[src/scrx_regs.vh]
// Register map, field positions and reset values of the receive clock block
`ifndef SCRX_REGS_VH
`define SCRX_REGS_VH

// ==========================================================
// Register byte offsets
`define SCRX_RX_CLK_MODE_OFS  12'h010
`define SCRX_IRQ_ENABLE_OFS   12'h044
`define SCRX_IRQ_DISABLE_OFS  12'h048
`define SCRX_IRQ_MASK_OFS     12'h04c
`define SCRX_STATUS_OFS       12'h040

// ==========================================================
// Receive clock mode fields
`define SCRX_SRC_SEL_LSB      0
`define SCRX_SRC_SEL_MSB      1
`define SCRX_OUT_MODE_LSB     2
`define SCRX_OUT_MODE_MSB     4
`define SCRX_INV_BIT          5
`define SCRX_RX_CLK_MODE_RST  6'h00

// Clock source codes
`define SCRX_SRC_DIV          2'h0
`define SCRX_SRC_TX           2'h1
`define SCRX_SRC_PAD          2'h2

// Output mode codes
`define SCRX_OUT_NONE         3'h0
`define SCRX_OUT_CONT         3'h1
`define SCRX_OUT_XFER         3'h2

// ==========================================================
// Interrupt bit positions
`define SCRX_IRQ_TX_READY     0
`define SCRX_IRQ_TX_DRAINED   1
`define SCRX_IRQ_RX_READY     4
`define SCRX_IRQ_RX_OVERRUN   5
`define SCRX_IRQ_COMPARE_A    8
`define SCRX_IRQ_COMPARE_B    9
`define SCRX_IRQ_TX_SYNC      10
`define SCRX_IRQ_RX_SYNC      11
`define SCRX_IRQ_USED         12'hf33
`define SCRX_IRQ_MASK_RST     12'h000

`endif

[src/scrx_pad_sync.v]
// Three-stage synchroniser for the receive clock pad input
`timescale 1ns/1ps
module scrx_pad_sync
(
  input  wire ref_clk_i,  // System clock
  input  wire resetn_i,   // Synchronous reset, active low
  input  wire pad_i,      // Asynchronous pad level
  output reg  level_o     // Filtered level
);

  reg s1_q;
  reg s2_q;
  reg s3_q;

  // ==========================================================
  // Stages; a change counts once stage two and three agree
  always @(posedge ref_clk_i)
  begin
    if (!resetn_i)
    begin
      s1_q    <= 1'b0;
      s2_q    <= 1'b0;
      s3_q    <= 1'b0;
      level_o <= 1'b0;
    end
    else
    begin
      s1_q <= pad_i;
      s2_q <= s1_q;
      s3_q <= s2_q;
      if (s2_q == s3_q)
        level_o <= s3_q;
    end
  end

endmodule // scrx_pad_sync

[src/scrx_top.v]
// Receive clock management and interrupt mask of the sync serial controller
//
// What this block does
// RULE1: Receive clock from tx, divider or pad
// RULE2: Selected receive clock can be inverted
// RULE3: Pad driven continuously or only during transfer
// RULE4: Inversion never affects the pad output
// RULE5: Software must not combine pad source, continuous
// RULE6: Mask bit 11 shows rx sync enable
// RULE7: Mask bit 10 shows tx sync enable
// RULE8: Mask bit 9 shows compare B enable
// RULE9: Mask bit 8 shows compare A enable
// RULE10: Irq when flagged and enabled; set/clear writes
`timescale 1ns/1ps
`include "scrx_regs.vh"
module scrx_top
(
  input  wire        ref_clk_i,      // 50 MHz system clock
  input  wire        resetn_i,       // Synchronous reset, active low
  input  wire        psel,           // APB select
  input  wire        penable,        // APB enable
  input  wire        pwrite,         // APB direction
  input  wire [11:0] paddr,          // APB byte address
  input  wire [31:0] pwdata,         // APB write data
  output reg  [31:0] prdata,         // APB read data
  output reg         pready,         // APB ready
  output reg         pslverr,        // APB error for unmapped address
  input  wire        tx_clk_i,       // Transmit clock level, same domain
  input  wire        div_clk_i,      // Divider clock level, same domain
  input  wire        xfer_active_i,  // Receive transfer in progress
  input  wire [11:0] event_i,        // One-cycle event pulses per source
  input  wire        rx_clk_pad_i,   // Receive clock pad input
  output reg         rx_clk_pad_o,   // Receive clock pad output
  output reg         rx_clk_pad_oe_o,// Pad output enable, high drives
  output reg         rx_clk_o,       // Internal receive clock
  output reg         irq_o           // Level interrupt
);

  // ==========================================================
  // Registers and decode
  reg  [5:0]  rx_clk_mode_q;
  reg  [11:0] irq_mask_q;
  reg  [11:0] status_q;
  wire        pad_level;
  wire        acc;
  wire        wr;
  wire        rd_status;
  reg         raw_clk;
  reg  [31:0] rdata_d;
  wire [1:0]  src_sel;
  wire [2:0]  out_mode;
  wire [11:0] used;
  wire [11:0] clr_bits;

  // Address decode for the error answer only; the read mux decodes paddr in its own case
  function is_mapped;
    input [11:0] a;
    begin
      is_mapped = (a == `SCRX_RX_CLK_MODE_OFS) || (a == `SCRX_IRQ_ENABLE_OFS) ||
                  (a == `SCRX_IRQ_DISABLE_OFS) || (a == `SCRX_IRQ_MASK_OFS) ||
                  (a == `SCRX_STATUS_OFS);
    end
  endfunction

  assign acc       = psel & penable & ~pready;
  assign wr        = acc & pwrite;
  assign rd_status = acc & ~pwrite & (paddr == `SCRX_STATUS_OFS);
  assign src_sel   = rx_clk_mode_q[`SCRX_SRC_SEL_MSB:`SCRX_SRC_SEL_LSB];
  assign out_mode  = rx_clk_mode_q[`SCRX_OUT_MODE_MSB:`SCRX_OUT_MODE_LSB];
  assign used      = `SCRX_IRQ_USED;
  // Status clears on read of the status register
  assign clr_bits  = rd_status ? 12'hfff : 12'h000;

  scrx_pad_sync u_pad_sync
  (
    .ref_clk_i (ref_clk_i),
    .resetn_i  (resetn_i),
    .pad_i     (rx_clk_pad_i),
    .level_o   (pad_level)
  );

  // ==========================================================
  // Clock source selection
  always @*
  begin
    case (src_sel)
      `SCRX_SRC_DIV: raw_clk = div_clk_i;                        // RULE1
      `SCRX_SRC_TX:  raw_clk = tx_clk_i;                         // RULE1
      `SCRX_SRC_PAD: raw_clk = pad_level;                        // RULE1
      default:       raw_clk = div_clk_i;
    endcase
  end

  // ==========================================================
  // Clock outputs; pad output uses the uninverted clock
  always @(posedge ref_clk_i)
  begin
    if (!resetn_i)
    begin
      rx_clk_o        <= 1'b0;
      rx_clk_pad_o    <= 1'b0;
      rx_clk_pad_oe_o <= 1'b0;
    end
    else
    begin
      rx_clk_o     <= raw_clk ^ rx_clk_mode_q[`SCRX_INV_BIT];    // RULE2
      rx_clk_pad_o <= raw_clk;                                   // RULE4
      // Pad source with continuous drive would loop the pad onto itself
      rx_clk_pad_oe_o <= (out_mode == `SCRX_OUT_CONT) ||
                         ((out_mode == `SCRX_OUT_XFER) && xfer_active_i); // RULE3
    end
  end

  // ==========================================================
  // Register writes, mask set/clear and sticky status
  always @(posedge ref_clk_i)
  begin
    if (!resetn_i)
    begin
      rx_clk_mode_q <= `SCRX_RX_CLK_MODE_RST;
      irq_mask_q    <= `SCRX_IRQ_MASK_RST;
      status_q      <= 12'h000;
      irq_o         <= 1'b0;
    end
    else
    begin
      if (wr && paddr == `SCRX_RX_CLK_MODE_OFS)
        rx_clk_mode_q <= pwdata[5:0];
      if (wr && paddr == `SCRX_IRQ_ENABLE_OFS)
        irq_mask_q <= irq_mask_q | (pwdata[11:0] & used);        // RULE10
      else if (wr && paddr == `SCRX_IRQ_DISABLE_OFS)
        irq_mask_q <= irq_mask_q & ~pwdata[11:0];                // RULE10
      // Set wins over the read clear in the same cycle
      status_q <= (status_q & ~clr_bits) | (event_i & used);
      irq_o    <= |(status_q & irq_mask_q);                      // RULE10
    end
  end

  // ==========================================================
  // Read mux
  always @*
  begin
    rdata_d = 32'h00000000;
    case (paddr)
      `SCRX_RX_CLK_MODE_OFS: rdata_d[5:0] = rx_clk_mode_q;
      `SCRX_STATUS_OFS:      rdata_d[11:0] = status_q;
      `SCRX_IRQ_MASK_OFS:
      begin
        rdata_d[`SCRX_IRQ_RX_SYNC]   = irq_mask_q[`SCRX_IRQ_RX_SYNC];   // RULE6
        rdata_d[`SCRX_IRQ_TX_SYNC]   = irq_mask_q[`SCRX_IRQ_TX_SYNC];   // RULE7
        rdata_d[`SCRX_IRQ_COMPARE_B] = irq_mask_q[`SCRX_IRQ_COMPARE_B]; // RULE8
        rdata_d[`SCRX_IRQ_COMPARE_A] = irq_mask_q[`SCRX_IRQ_COMPARE_A]; // RULE9
        rdata_d[7:0] = irq_mask_q[7:0];
      end
      default: rdata_d = 32'h00000000;
    endcase
  end

  // ==========================================================
  // APB answer: one wait state, pready for one cycle
  always @(posedge ref_clk_i)
  begin
    if (!resetn_i)
    begin
      prdata  <= 32'h00000000;
      pready  <= 1'b0;
      pslverr <= 1'b0;
    end
    else
    begin
      pready  <= acc;
      pslverr <= acc & ~is_mapped(paddr);
      if (acc && !pwrite)
        prdata <= rdata_d;
    end
  end

endmodule // scrx_top

[config.mk]
export PLATFORM = sky130hd
export DESIGN_NAME = scrx_top
export DESIGN_NICKNAME = d
export VERILOG_FILES = /design/src/scrx_pad_sync.v /design/src/scrx_top.v
export VERILOG_INCLUDE_DIRS = /design/src
export SDC_FILE = /design/constraint.sdc
export NUM_CORES = 1
export LEC_CHECK = 0
export BUFFER_PORTS_ARGS = -buffer_cell sky130_fd_sc_hd__buf_4
export CORE_MARGIN = 2
export CORE_UTILIZATION = 40
export DETAILED_ROUTE_END_ITERATION = 12
export PLACE_DENSITY_LB_ADDON = 0.12
export SYNTH_ARGS = -nofsm -noshare
export SYNTH_HDL_FRONTEND = slang
export SYNTH_SLANG_ARGS = --single-unit
[constraint.sdc]
create_clock -name ref_clk_i -period 2.2 [get_ports ref_clk_i]
set_input_delay 0.11 -clock ref_clk_i [delete_from_list [all_inputs] [get_ports ref_clk_i]]
set_output_delay 0.11 -clock ref_clk_i [all_outputs]
set_load 0.01 [all_outputs]
-- Word-level counts from Yosys, hierarchy flattened
Cells that the tools add are included.
- register bits after elaboration: 52
- bits of input ports: 65
- output and inout port bits: 38
- word-level logic and storage cells: 60
- eq/ne operators: 10
- muxes and demuxes: 6
- bitwise gates (word level): 17
- reduce and logical (&&, ||, !) cells: 13
- operator list (kind ; count):
    equality test 12 x 7 -> 1 bit, second input constant ; 4
    bitwise AND 12 bit ; 3
    two-way mux 12 bit ; 3
    inverter 12 bit ; 2
    bitwise OR 12 bit ; 2
    case mux 6 bit (3 select lines) ; 1
    equality test 12 x 5 -> 1 bit, second input constant ; 1
    case mux 6 bit (2 select lines) ; 1
    OR reduction 12 bit ; 1
    bitwise AND 1 bit ; 6
    logical AND 1 bit ; 5
    logical OR 1 bit ; 5
    equality test 3 x 1 -> 1 bit, second input constant ; 1
    equality test 3 x 2 -> 1 bit, second input constant ; 1
    inverter 1 bit ; 3
    equality test 2 x 1 -> 1 bit, second input constant ; 1
    equality test 2 bit, second input constant ; 1
    case mux 1 bit (2 select lines) ; 1
    nonzero test 2 bit ; 1
    equality test 1 bit ; 1
    logical NOT 1 bit ; 1
    bitwise XOR 1 bit ; 1

-- Logic depth before layout (Yosys ltp)
- depth in word-level cells: 8
- depth in mapped cells: 7
- gate-level depth less buffers: 6

-- By module
From an unflattened synthesis, not the netlist that was laid out.
- cell total of the unflattened synthesis: 272
- area total of the unflattened synthesis: 2396.0 um^2
- modules (own cells, without submodules) (module ; times used ; cells each ; area an instance (um^2) ; seq. area each (um^2)):
    scrx_top ; 1 ; 262 ; 2279.7 ; 960.9
    scrx_pad_sync ; 1 ; 10 ; 116.4 ; 80.1

-- Worst setup path before layout
No wires, ideal clock.
- kind: input -> register
- from: in paddr[5]
- to: reg (tool-made name)
- library setup time: 0.069 ns
- data arrival time: 1.985 ns
- required time: 2.131 ns
- slack: 0.147 ns
- cell stages on the path: 7
- buffers on the path: 3
- cell sequence: or4_1 buf_2 or4_4 buf_6 or3_1 buf_6 o21ai_1
- RTL lines (element ; RTL line ; source):
    start, declared ; scrx_top.v:23 ; input wire [11:0] paddr,

==> results.md <==
Status:
- The run finished with clean final reports.

Final layout:
- Cells with a size suffix above 1 make up 23.6% of the layout.
- The final core utilization is 51.0%.
- In the layout the commonest cells are buf_4 (69), dfxtp_1 (52), o21ai_0 (35), nand2_1 (27), conb_1 (20).
- The repair_antennas step left the layout with diodes totalling 0.
- The number of fill cells in the layout is 580.
- The area added between synthesis and finish is 25.1%.
- The number of nets in the finished design is 419.
- The most common cell after layout, fill and taps aside is buf_4.

Floorplan:
- The number of ports placed on the die boundary is 103.
- The count of standard-cell rows is 28.
- In this run the horizontal extent of the chip is 81.3 µm.
- The die area is 0.00660 mm².
- The core region is 0.00585 mm².
- The starting density of the core is 40.8%.
- The y dimension of the die is 81.3 µm.

Routing:
- The number of DRC violations after detailed routing is 0.
- The total number of vias is 2146.
- For this block, the initial DRC count from the detailed router was 187.
- Once detail routing completed, the nets flagged for antenna violations numbered 0.
- The final wirelength is 5960 µm.
- The pre-antenna-repair detailed-routing pass consisted of 4 iterations.
- After detailed routing, the average wire length per cell comes to 14.0 µm.
- The post-detailed-route via-to-cell ratio is 5.04.

STA:
- The upper clock frequency limit is 0.544 GHz.
- Setup violations remaining at the end of the flow were counted as 0.
- For the final database, setup skew stands at 3.22 ps.
- Setup repair after global routing left no endpoint under its margin.
- Dividing the final minimum period by the clock period gives 83.6%.
- The post-route setup TNS is 0 ps.
- The max-slew violation count is 0.
- The count of endpoints failing hold in the final timing report is 0.
- The smallest clock period supported by the final layout is computed as 1840 ps.

Synthesis:
- Synthesis produced 286 cells.
- In this run, synthesis produced a sequential element count of 52.
- The number of enable flip-flop cells after synthesis is 0.
- The sequential cell area fraction in the yosys report is 43.6%.
- After synthesis, the netlist uses 44 different library cells.
- The cell area that synthesis handed to floorplanning was 0.00239 mm².
- For this run, the leading register cell type out of synthesis is dfxtp_1.
- After synthesis, the share of flip-flops with an asynchronous set or reset is 0%.
- After synthesis, the mean cell area works out to 8.35 µm².
- The total number of yosys warnings is 0.

Critical path:
- The data required time at the worst endpoint is 2430 ps.
- The nature of the critical path endpoint is a register.
- For the worst setup path, the data arrival time is 2070 ps.
- Among all stages on the critical path, the largest delay is contributed by or4_4.
- The critical path in this run is classified as reg2reg.
- For this run, the slowest stage of the critical path takes 570 ps.
- The peak fanout along the critical path is 8.
- The critical path goes through nand3b_1 > or4_4 > or3_1 > o21ai_1.
- The worst path buffer plus inverter count is 0.
- The cell type group with the largest total delay on the critical path is simple AND/OR/NAND/NOR gates.
- STA classifies the critical path startpoint as a register.

Pwr:
- The leakage component of the power is 1.24 nW.
- The worst IR drop on VDD is 305 µV.
- In this run the power density over the cells is 593 mW/mm².

Clock network:
- The count of buffers added by post-CTS timing repair for setup is 0.
- The cell chosen for the clock root is clkbuf_8.
- After clock tree synthesis, the clock-pin slew on the worst setup and hold paths is 90 ps.
- The clock latency of the later-clocked register in the worst-skew pair is 300 ps.
- The clock tree from TritonCTS is yes.
- In this run, CTS created clock tree buffers numbering 5.
- The clock sink count is 52.
- The clock passes through at most 2 buffers.
- The clock tree synthesis step divided the H-tree into 2 levels.

Placed design:
- The HPWL after detailed placement is 4540 µm.
- The number of buffers inserted by port buffering is 58.
- The weighted congestion at the end of routability-driven global placement is 0.822.

Global route:
- Entering global routing, the biggest net connects 32 pins.
- The overall overflow remaining after global route is 0.
- The overall routing resource usage is 18.8%.
- The number of antenna violations at the first check in global routing is 0.
- The first global-routing pass estimated 9500 µm of wire.
- The via count of the first global-routing pass is 1875.

Min path:
- The tightest min-delay check is of the in2reg type.

Flow run:
- The tool flagged a number of max-cap violations equal to 0.
[per-layer routing]
metal  GRT usage, %  wire length (µm)  vias up  share of wire, %
li1               -                 -     1093                 -
met1           26.8              2860      983                48
met2           29.3              2760       66                46
met3           3.89               315        4               5.3
met4           4.07                29        0              0.49
met5              0                 0        -                 0
[Yosys cell counts (2+ instances only)]
cell type,count,area (µm²)
nor2_1,13,48.8
o21ai_0,35,175
or3_1,2,12.5
a22o_1,3,26.3
a21oi_1,19,95.1
or2_2,3,18.8
o21ai_1,7,35.0
nand3b_1,7,52.6
buf_6,3,33.8
buf_4,20,150
xor2_1,2,17.5
nand3_1,8,40.0
nand2_1,27,101
nor3_1,4,20.0
o211ai_1,8,60.1
and2_1,4,25.0
a22oi_1,12,90.1
a221oi_1,3,26.3
ha_1,2,25.0
inv_1,18,67.6
nor3b_1,2,15.0
dfxtp_1,52,1040
clkbuf_1,8,30.0
and3_1,4,25.0
[metrics by stage]
step                hold slack, ps  total power, mW  instance area (µm²)  instances  worst slack [ps]
floorplan                      197             1.10                 2460        305               147
global placement               289             1.17                 2850        416               123
detailed placement             294             1.17                 2850        416               112
CTS                           8.16             1.80                 2990        426               361
global route                  23.2             1.87                 2990        426               267
finish                        16.9             1.77                 2990        426               361
[final cells by class]
class                      instances  area, µm²  share of cell area [%]
inverter                          18       67.6                    2.26
clock inverter                     1       30.0                    1.01
timing repair buffer              73        558                    18.7
sequential                        52       1040                    34.9
tap                               75       93.8                    3.14
clock buffer                       5       68.8                    2.30
multi-input combinational        202       1130                    37.7
[path summary, 6_finish.rpt]
kind | from | endpoint | slack (ps) | cells after the start
hold / removal | rx_clk_pad_i | u_pad_sync.s1_q$_SDFF_PN0_ | 20 | 2
setup / recovery | pready$_SDFF_PN0_ | register | 360 | 4
hold reg to reg | u_pad_sync.s1_q$_SDFF_PN0_ | u_pad_sync.s2_q$_SDFF_PN0_ | 440 | 1
setup reg to reg | pready$_SDFF_PN0_ | register | 360 | 4
[repair_timing]
| item | CTS | global route |
|---|---|---|
| hold buffers | 4 | 0 |
| resized for setup | 0 | 0 |
| hold endpoints to repair | 4 | 0 |
[power breakdown]
part           switching (mW)  internal (mW)  leakage (nW)  total, mW
registers              0.0122          0.957         0.423      0.969
clock network           0.289          0.327        0.0501      0.616
logic                  0.0993         0.0859         0.767      0.185
total                   0.401           1.37          1.24       1.77
[cell families (layout without fill, tap and decap cells)]
| family | Yosys count | in the layout | share of synthesized area (%) |
|---|---|---|---|
| AO/OA/AOI/OAI | 93 | 93 | 23.3 |
| XOR/XNOR | 2 | 2 | 0.734 |
| adder cells (fa/ha/maj) | 2 | 2 | 1.05 |
| buffers and inverters | 51 | 97 | 12.2 |
| flip-flops | 52 | 52 | 43.6 |
| multiplexers | 1 | 1 | 0.472 |
| other | 1 | 20 | 0.157 |
| AND/OR/NAND/NOR | 84 | 84 | 18.6 |
No activity file was read; power rests on OpenSTA's default activity.
